<file path="config.mk">
export PLATFORM = sky130hd
export DESIGN_NAME = compressed_basic_ops_exec
export DESIGN_NICKNAME = d
export VERILOG_FILES = /design/src/rtl/cbo_pkg.sv /design/src/rtl/compressed_basic_ops_exec.sv
export SDC_FILE = /design/constraint.sdc
export NUM_CORES = 2
export LEC_CHECK = 0
export BUFFER_PORTS_ARGS = -buffer_cell sky130_fd_sc_hd__buf_4
export CAP_MARGIN = 20
export CELL_PAD_IN_SITES_DETAIL_PLACEMENT = 0
export CELL_PAD_IN_SITES_GLOBAL_PLACEMENT = 2
export CORE_ASPECT_RATIO = 1.1
export CORE_MARGIN = 8
export CORE_UTILIZATION = 25
export DETAILED_ROUTE_END_ITERATION = 6
export PLACE_DENSITY_LB_ADDON = 0.1
export REMOVE_ABC_BUFFERS = 1
export SLEW_MARGIN = 20
export SYNTH_ARGS = -nofsm -noshare
export SYNTH_HDL_FRONTEND = slang
export SYNTH_SLANG_ARGS = --single-unit
</file>
<file path="constraint.sdc">
create_clock -name clk -period 9.1 [get_ports clk]
set_input_delay 0.91 -clock clk [delete_from_list [all_inputs] [get_ports clk]]
set_output_delay 0.91 -clock clk [all_outputs]
set_load 0.02 [all_outputs]
</file>
<file path="src/rtl/cbo_pkg.sv">
/*
 Shared constants and types for the compressed basic-op
 executor. Assumes nothing of its surroundings.
*/
package cbo_pkg;
    // ----------------------------------------
    // Encoding fields
    // ----------------------------------------
    localparam logic [1:0] QUAD_0 = 2'h0;
    localparam logic [1:0] QUAD_1 = 2'h1;
    localparam logic [5:0] F6_LBU = 6'h20;
    localparam logic [5:0] F6_LH = 6'h21;
    localparam logic [5:0] F6_SB = 6'h22;
    localparam logic [5:0] F6_SH = 6'h23;
    localparam logic [5:0] F6_ARITH = 6'h27;
    localparam logic [1:0] F2_MUL = 2'h2;
    localparam logic [4:0] F5_ZEXTB = 5'h18;
    localparam logic [4:0] F5_SEXTB = 5'h19;
    localparam logic [4:0] F5_ZEXTH = 5'h1a;
    localparam logic [4:0] F5_SEXTH = 5'h1b;
    localparam logic [4:0] F5_ZEXTW = 5'h1c;
    localparam logic [4:0] F5_NOT = 5'h1d;
    // Upper index bits of the eight-register subset
    localparam logic [1:0] CREG_HIGH = 2'h1;
    // ----------------------------------------
    // Field positions, sizes, reset values
    // ----------------------------------------
    localparam int BYTE_MSB = 7;
    localparam int HALF_MSB = 15;
    localparam int WORD_MSB = 31;
    localparam logic [1:0] SIZE_BYTE = 2'h0;
    localparam logic [1:0] SIZE_HALF = 2'h1;
    localparam logic [4:0] REG_RESET = 5'h00;
    // ----------------------------------------
    // Types
    // ----------------------------------------
    typedef enum logic [3:0] {
        OP_NONE, OP_LBU, OP_LHU, OP_LH, OP_SB, OP_SH,
        OP_ZEXTB, OP_SEXTB, OP_ZEXTH, OP_SEXTH,
        OP_ZEXTW, OP_NOT, OP_MUL
    } op_type;
    typedef enum logic [1:0] {
        ST_IDLE = 2'h0, ST_EXEC = 2'h1, ST_MEM = 2'h3, ST_WAIT = 2'h2
    } state_type;
    typedef struct packed {
        op_type op;
        logic legal;
        logic [4:0] dst;
        logic [1:0] offset;
    } decode_type;
endpackage : cbo_pkg

</file>
<file path="src/rtl/compressed_basic_ops_exec.sv">
/*
 Decode and execution of the twelve simple compressed ops.
 Assumes same-clock register file with combinational read,
 and a memory path returning loaded data in its low bits,
 at least one cycle after the request is taken.
*/
`timescale 1ns/1ps
`default_nettype none
// Overview of operation
// - c.lbu offset {ins[5],ins[6]}, byte load zero-extended to destination
// - c.lhu offset {ins[5],0}, halfword load zero-extended to destination
// - c.lh uses halfword offset, loaded halfword sign-extended
// - c.sb stores low byte of second source at base plus offset
// - c.sh stores low halfword of second source, offset bit 0 zero
// - Three-bit specifiers select x8 to x15, index is specifier plus eight
// - c.zext.b keeps bits 7..0, clears the rest, writes back
// - c.sext.b copies bit 7 upward, writes back
// - c.zext.h keeps bits 15..0, clears the rest, writes back
// - c.sext.h copies bit 15 upward, writes back
// - c.zext.w, 64-bit only, keeps bits 31..0, clears the rest
// - c.not writes the bitwise complement back
// - c.mul writes low XLEN bits of signed product back
// - c.mul legal only with full multiply or multiply-only subset
// - c.sext.b, c.zext.h, c.sext.h need basic bit-manipulation
// - c.zext.w needs address-generation bit-manipulation
// - c.mul decoded in the compressed arithmetic register format
module compressed_basic_ops_exec #(
    parameter int XLEN = 32,
    parameter bit HAS_M = 1'b1,
    parameter bit HAS_ZMMUL = 1'b0,
    parameter bit HAS_ZBB = 1'b1,
    parameter bit HAS_ZBA = 1'b1
) (
    // Clock, reset, enable
    input wire logic clk,
    input wire logic rstn,
    input wire logic ce,
    // Instruction issue
    input wire logic instr_valid,
    input wire logic [15:0] instr,
    output logic instr_ready,
    // Register file read
    output logic [4:0] rf_raddr_a,
    output logic [4:0] rf_raddr_b,
    input wire logic [XLEN-1:0] rf_rdata_a,
    input wire logic [XLEN-1:0] rf_rdata_b,
    // Register write back
    output logic wb_valid,
    output logic [4:0] wb_addr,
    output logic [XLEN-1:0] wb_data,
    // Memory path
    output logic mem_req,
    output logic mem_we,
    output logic [1:0] mem_size,
    output logic [XLEN-1:0] mem_addr,
    output logic [XLEN-1:0] mem_wdata,
    input wire logic mem_ready,
    input wire logic mem_rvalid,
    input wire logic [XLEN-1:0] mem_rdata,
    // Status
    output logic illegal_instr,
    output logic done
);
    import cbo_pkg::*;
    // ----------------------------------------
    // Decode
    // ----------------------------------------
    // Extend from bit msb, signed or not
    function automatic logic [XLEN-1:0] extend(input logic [XLEN-1:0] v, input int msb, input logic sgn);
        logic [XLEN-1:0] r;
        r = '0;
        for (int i = 0; i < XLEN; i++) begin
            r[i] = (i <= msb) ? v[i] : (sgn & v[msb]);
        end
        return r;
    endfunction : extend
    function automatic decode_type decode(input logic [15:0] ins);
        decode_type d;
        d = '0;
        d.op = OP_NONE;
        // Loads write the low specifier, others the high one
        d.dst = {CREG_HIGH, ins[9:7]};
        case ({ins[15:10], ins[1:0]})
            {F6_LBU, QUAD_0}: begin
                d.op = OP_LBU;
                d.dst = {CREG_HIGH, ins[4:2]};
                d.offset = {ins[5], ins[6]};
            end
            {F6_LH, QUAD_0}: begin
                d.op = ins[6] ? OP_LH : OP_LHU;
                d.dst = {CREG_HIGH, ins[4:2]};
                d.offset = {ins[5], 1'b0};
            end
            {F6_SB, QUAD_0}: begin
                d.op = OP_SB;
                d.offset = {ins[5], ins[6]};
            end
            {F6_SH, QUAD_0}: begin
                d.op = ins[6] ? OP_NONE : OP_SH;
                d.offset = {ins[5], 1'b0};
            end
            {F6_ARITH, QUAD_1}: begin
                if (ins[6:5] == F2_MUL) begin
                    d.op = OP_MUL;
                end else begin
                    case (ins[6:2])
                        F5_ZEXTB: d.op = OP_ZEXTB;
                        F5_SEXTB: d.op = OP_SEXTB;
                        F5_ZEXTH: d.op = OP_ZEXTH;
                        F5_SEXTH: d.op = OP_SEXTH;
                        F5_ZEXTW: d.op = OP_ZEXTW;
                        F5_NOT: d.op = OP_NOT;
                        default: d.op = OP_NONE;
                    endcase
                end
            end
            default: d.op = OP_NONE;
        endcase
        // Gate mul, sext.b, zext.h, sext.h and zext.w on the configured extensions; unknown words illegal
        case (d.op)
            OP_NONE: d.legal = 1'b0;
            OP_MUL: d.legal = HAS_M | HAS_ZMMUL;
            OP_SEXTB, OP_ZEXTH, OP_SEXTH: d.legal = HAS_ZBB;
            OP_ZEXTW: d.legal = HAS_ZBA && (XLEN == 64);
            default: d.legal = 1'b1;
        endcase
        return d;
    endfunction : decode
    decode_type dec_in;
    logic accept;
    state_type state, next_state;
    decode_type dec, next_dec;
    logic [XLEN-1:0] opa, next_opa, opb, next_opb;
    logic [XLEN-1:0] alu, load_val;
    logic signed [XLEN-1:0] product;
    // Operands are read in the issue cycle
    assign dec_in = decode(instr);
    assign rf_raddr_a = {CREG_HIGH, instr[9:7]};
    assign rf_raddr_b = {CREG_HIGH, instr[4:2]};
    assign instr_ready = (state == ST_IDLE);
    assign accept = instr_valid && instr_ready && ce;
    // ----------------------------------------
    // Execute
    // ----------------------------------------
    // Low half of the product is sign-agnostic
    assign product = $signed(opa) * $signed(opb);
    // Register-to-register results
    always_comb begin
        case (dec.op)
            OP_ZEXTB: alu = extend(opa, BYTE_MSB, 1'b0);
            OP_SEXTB: alu = extend(opa, BYTE_MSB, 1'b1);
            OP_ZEXTH: alu = extend(opa, HALF_MSB, 1'b0);
            OP_SEXTH: alu = extend(opa, HALF_MSB, 1'b1);
            OP_ZEXTW: alu = extend(opa, WORD_MSB, 1'b0);
            OP_NOT: alu = opa ^ {XLEN{1'b1}};
            OP_MUL: alu = product;
            default: alu = opa;
        endcase
    end
    // Loaded data extension
    always_comb begin
        case (dec.op)
            OP_LBU: load_val = extend(mem_rdata, BYTE_MSB, 1'b0);
            OP_LHU: load_val = extend(mem_rdata, HALF_MSB, 1'b0);
            OP_LH: load_val = extend(mem_rdata, HALF_MSB, 1'b1);
            default: load_val = mem_rdata;
        endcase
    end
    // ----------------------------------------
    // Sequencer
    // ----------------------------------------
    logic next_wb_valid, next_mem_req, next_mem_we, next_illegal, next_done;
    logic [4:0] next_wb_addr;
    logic [1:0] next_mem_size;
    logic [XLEN-1:0] next_wb_data, next_mem_addr, next_mem_wdata;
    // One op at a time; issue stalls until it retires
    always_comb begin
        next_state = state;
        next_dec = dec;
        next_opa = opa;
        next_opb = opb;
        next_wb_valid = 1'b0;
        next_wb_addr = wb_addr;
        next_wb_data = wb_data;
        next_mem_req = mem_req;
        next_mem_we = mem_we;
        next_mem_size = mem_size;
        next_mem_addr = mem_addr;
        next_mem_wdata = mem_wdata;
        next_illegal = 1'b0;
        next_done = 1'b0;
        case (state)
            ST_IDLE: begin
                if (instr_valid) begin
                    next_dec = dec_in;
                    next_opa = rf_rdata_a;
                    next_opb = rf_rdata_b;
                    if (!dec_in.legal) begin
                        next_illegal = 1'b1;
                    end else if (dec_in.op inside {OP_LBU, OP_LHU, OP_LH, OP_SB, OP_SH}) begin
                        next_state = ST_MEM;
                        next_mem_req = 1'b1;
                        next_mem_we = dec_in.op inside {OP_SB, OP_SH};
                        next_mem_addr = rf_rdata_a + XLEN'(dec_in.offset);
                        if (dec_in.op inside {OP_LBU, OP_SB}) begin
                            next_mem_size = SIZE_BYTE;
                            next_mem_wdata = extend(rf_rdata_b, BYTE_MSB, 1'b0);
                        end else begin
                            next_mem_size = SIZE_HALF;
                            next_mem_wdata = extend(rf_rdata_b, HALF_MSB, 1'b0);
                        end
                    end else begin
                        next_state = ST_EXEC;
                    end
                end
            end
            ST_EXEC: begin
                next_wb_valid = 1'b1;
                next_wb_addr = dec.dst;
                next_wb_data = alu;
                next_done = 1'b1;
                next_state = ST_IDLE;
            end
            ST_MEM: begin
                if (mem_ready) begin
                    next_mem_req = 1'b0;
                    next_done = mem_we;
                    next_state = mem_we ? ST_IDLE : ST_WAIT;
                end
            end
            ST_WAIT: begin
                if (mem_rvalid) begin
                    next_wb_valid = 1'b1;
                    next_wb_addr = dec.dst;
                    next_wb_data = load_val;
                    next_done = 1'b1;
                    next_state = ST_IDLE;
                end
            end
            default: next_state = ST_IDLE;
        endcase
    end
    // State registers; enable low freezes everything, but reset still clears them
    always_ff @(posedge clk) begin
        if (!rstn) begin
            state <= ST_IDLE;
            dec <= '0;
            opa <= '0;
            opb <= '0;
            wb_valid <= 1'b0;
            wb_addr <= REG_RESET;
            wb_data <= '0;
            mem_req <= 1'b0;
            mem_we <= 1'b0;
            mem_size <= SIZE_BYTE;
            mem_addr <= '0;
            mem_wdata <= '0;
            illegal_instr <= 1'b0;
            done <= 1'b0;
        end else if (ce) begin
            state <= next_state;
            dec <= next_dec;
            opa <= next_opa;
            opb <= next_opb;
            wb_valid <= next_wb_valid;
            wb_addr <= next_wb_addr;
            wb_data <= next_wb_data;
            mem_req <= next_mem_req;
            mem_we <= next_mem_we;
            mem_size <= next_mem_size;
            mem_addr <= next_mem_addr;
            mem_wdata <= next_mem_wdata;
            illegal_instr <= next_illegal;
            done <= next_done;
        end
    end

    // Independent reference values
    logic [XLEN-1:0] exp_addr_b, exp_addr_h;
    logic [7:0] rd_byte, src_byte, opa_byte;
    logic [15:0] rd_half, src_half;
    logic [2*XLEN-1:0] mul_wide;
    assign exp_addr_b = rf_rdata_a + XLEN'({instr[5], instr[6]});
    assign exp_addr_h = rf_rdata_a + XLEN'({instr[5], 1'b0});
    assign rd_byte = mem_rdata[7:0];
    assign rd_half = mem_rdata[15:0];
    assign src_byte = rf_rdata_b[7:0];
    assign src_half = rf_rdata_b[15:0];
    assign opa_byte = opa[7:0];
    assign mul_wide = {{XLEN{opa[XLEN-1]}}, opa} * {{XLEN{opb[XLEN-1]}}, opb};
endmodule : compressed_basic_ops_exec
`default_nettype wire

</file>
==> results.yml <==
grt:
  grt_pass1_wl_um: 143000
  grt_pass1_vias: 21600
  track_usage: 0.177
  grt_overflow: 0
  grt_max_degree: 80
  antenna_found_initial: 7
drt:
  drtPass1Iterations: 5
  via_count: 19100
  wl_per_cell_um: 22.1
  route.detailed.drc: 0
  drt-initial-drc-count: 926
  antenna_left: 0
  viasPerCell: 4.49
  wl_um: 93900
worst_setup_path:
  arrival_ns: 8.00
  path_buf_inv: 4
  slowest_stage: "dfxtp_1"
  crit_start: "opb[6]$_SDFFE_PN0P_"
  reg2reg_slack_ns: 1.48
  worstSetupEndpointType: "flop"
  cpMostUsedCell: "fa_1"
  crit_type: "flop to flop"
  worstSetupEndpoint: "wb_data[24]$_SDFFE_PN0P_"
  crit-reg2reg-launch: "opb[6]$_SDFFE_PN0P_"
  rr_endpoint: "wb_data[24]$_SDFFE_PN0P_"
  required_ns: 9.48
  cp.depth: 23
  worstRegToRegCells: 23
  critical_path.cell_chain: "and2_1, fa_1, fa_1, fa_1, inv_1, fa_1, inv_1, fa_1, inv_1, fa_1, inv_1, fa_1, fa_1, ha_1, a21o_1, a21oi_1, and3_1, nand3_1, a31oi_1, nor2_1, a211oi_2, xor2_1, o22ai_1"
  max_stage_delay_ns: 1.08
  crit_fanout: 27
  startpoint_type: "flop"
  critical_path.top_delay_family: "adder cells"
sta:
  period_minus_slack_ns: 7.62
  hold_violations: 0
  worst_slack_ns: 1.48
  timing.final.crit_share: 0.838
  rsz0062_at_grt: "no"
  max_freq_ghz: 0.131
  slew_viol_final: 0
  worst_slew_pin_slew_ns: 1.16
  whs_ns: 0.456
  fin_tns_setup_ns: 0
  fin_skew_ns: 0.0333
  slew_headroom: 0.229
  setup_viol: 0
yosys:
  synth_seq_cells: 164
  syn_inst: 2866
  synth-simple-area-share: 0.201
  synth_cell_type_count: 68
  syn_area_um2: 24300
  synthTopCellsByArea: "fa_1, dfxtp_1, and2_1, ha_1, inv_1"
  synth_fa_ha_area_frac: 0.417
  synth_xor_area_frac: 0.0411
  synth-compound-area-share: 0.0966
  yosysTopAreaCellShare: 0.337
  synthArstFlopShare: 0
  yosysTopAreaCell: "fa_1"
  synth_top_flop_cell: "dfxtp_1"
  yosysSeqAreaShare: 0.135
  synth.most_common_cell: "inv_1"
  synth_edf_count: 0
  synth_top_family_by_area: "adder cells"
  synth.area.mux_share: 0.00288
  synth_common_cells: "inv_1, fa_1, nand2_1"
  avgSynthCellArea_um2: 8.48
  synth_warnings: 0
placed_design:
  dp_slack_ns: 1.36
  portBuffers: 214
  detailed_place_hpwl_um: 74800
  place_congestion: 0.810
  placed_cells: 4220
final_layout:
  final_core_util: 0.286
  area_growth_pct: 13.8
  drive_gt1_frac: 0.109
  multiInputGateArea_um2: 18600
  n_fill_cell: 10500
  seqCellArea_um2: 3300
  nets: 3641
  final_cells: 4255
floorplanning:
  die_h_um: 343
  die_area_um2: 107000
  core_um2: 96800
  num_rows: 120
  start_util: 0.251
  io_pins: 237
  fp.dieW_um: 313
clock_network:
  clockBufferDepth: 2
  insertion_delay_ns: 0.53
  root_buffer: "clkbuf_16"
  htreeDepth: 4
  clk_pin_slew_ns: 0.09
  post_cts_resized: 0
  cts.hold.buffers_added: 0
  cts_tree: "done"
  cts_inserted_buffers: 17
  tritoncts_num_sinks: 164
  cts_setup_buffers: 0
power_and_ir_drop:
  p_leak_nw: 12.8
  power.density_nw_per_um2: 86.0
  ir_drop_v: 0.000155
hold_path:
  hold_path.class: "flop to flop"
  holdPathStages: 2
run:
  drv_cap: 0
status:
  status: "finished, final reports clean"
-- cells by family after synthesis --
| family | count (synthesis) |
|---|---|
| AOI/OAI and AO/OA | 377 |
| muxes | 7 |
| adders and majority gates | 565 |
| buffers and inverters | 640 |
| xor gates and xnor gates | 114 |
| other | 2 |
| and+or+nand+nor | 997 |
| DFF | 164 |
-- sequential cells by signal (all words and copies together), names as in the netlist, 2 cells and up --
register / count
wb_data: 32
state: 2
mem_addr: 32
wb_addr: 4
opb: 32
opa: 32
mem_wdata: 16
dec: 8
-- worst min-delay path by stage --
stage / start / end
2_1_floorplan: dec[2]$_SDFFE_PN0P_ / wb_addr[0]$_SDFFE_PN0P_
3_3_place_gp: mem_wdata[11]$_SDFFE_PN0P_ / mem_wdata[11]$_SDFFE_PN0P_
3_5_place_dp: mem_wdata[15]$_SDFFE_PN0P_ / mem_wdata[15]$_SDFFE_PN0P_
4_1_cts: mem_wdata[9]$_SDFFE_PN0P_ / mem_wdata[9]$_SDFFE_PN0P_
5_1_grt: wb_addr[2]$_SDFFE_PN0P_ / wb_addr[2]$_SDFFE_PN0P_
6_report: dec[5]$_SDFFE_PN0P_ / wb_addr[3]$_SDFFE_PN0P_
-- final cells by class --
cell class / count / share of cell area
clock inverter: 15 / 0.00724
multi-input combinational: 2082 / 0.671
timing repair buffer: 257 / 0.0698
tap: 1281 / 0.0580
inverter: 436 / 0.0593
sequential: 164 / 0.119
clock buffer: 17 / 0.0154
antenna: 3 / 0.000271
-- worst reg2reg max path: stages (launching register included) --
cell      delay [ns]
dfxtp_1         1.08
and2_1          0.27
fa_1            0.45
fa_1            0.50
fa_1            0.52
inv_1           0.05
fa_1            0.49
inv_1           0.06
fa_1            0.49
inv_1           0.06
fa_1            0.53
inv_1           0.05
fa_1            0.40
fa_1            0.48
ha_1            0.37
a21o_1          0.19
a21oi_1         0.20
and3_1          0.18
nand3_1         0.20
a31oi_1         0.32
nor2_1          0.10
a211oi_2        0.22
xor2_1          0.21
o22ai_1         0.09
-- power by group --
group	leakage, nW	internal (mW)	switching [mW]	total [mW]
clock	0.304	0.399	0.434	0.833
combinational	11.1	0.261	0.418	0.679
sequential	1.34	0.747	0.118	0.865
total	12.8	1.41	0.970	2.38
-- layout by cell type (no fill, tap or decap), drive strengths merged, types with 13 or more instances in the layout --
master and count:
a211oi 33, a21o 16, a21oi 173, and2 361
buf 257, clkbuf 17, conb 22, dfxtp 164
fa 409, ha 156, inv 443, nand2 406
nand3 38, nor2 115, nor3 28, o211ai 13
o21ai 67, xnor2 75, xor2 39
-- per-layer routing --
| layer | global-route usage | up-vias | wire, um | share of wire |
|---|---|---|---|---|
| met5 | 0 | - | 13 | 0.00014 |
| met4 | 0.0307 | 2 | 1080 | 0.012 |
| met3 | 0.0281 | 54 | 3370 | 0.036 |
| met2 | 0.307 | 331 | 46000 | 0.49 |
| met1 | 0.233 | 9782 | 43500 | 0.46 |
| li1 | - | 8954 | - | - |
-- metrics by stage --
step                instance area [um2]  total power, mW
floorplan                         23500             1.21
global placement                  27000             1.57
detailed placement                27000             1.58
CTS                               27600             2.44
global route                      27600             2.53
finish                            27700             2.38
Note: power is estimated with default switching activity, not from simulation.
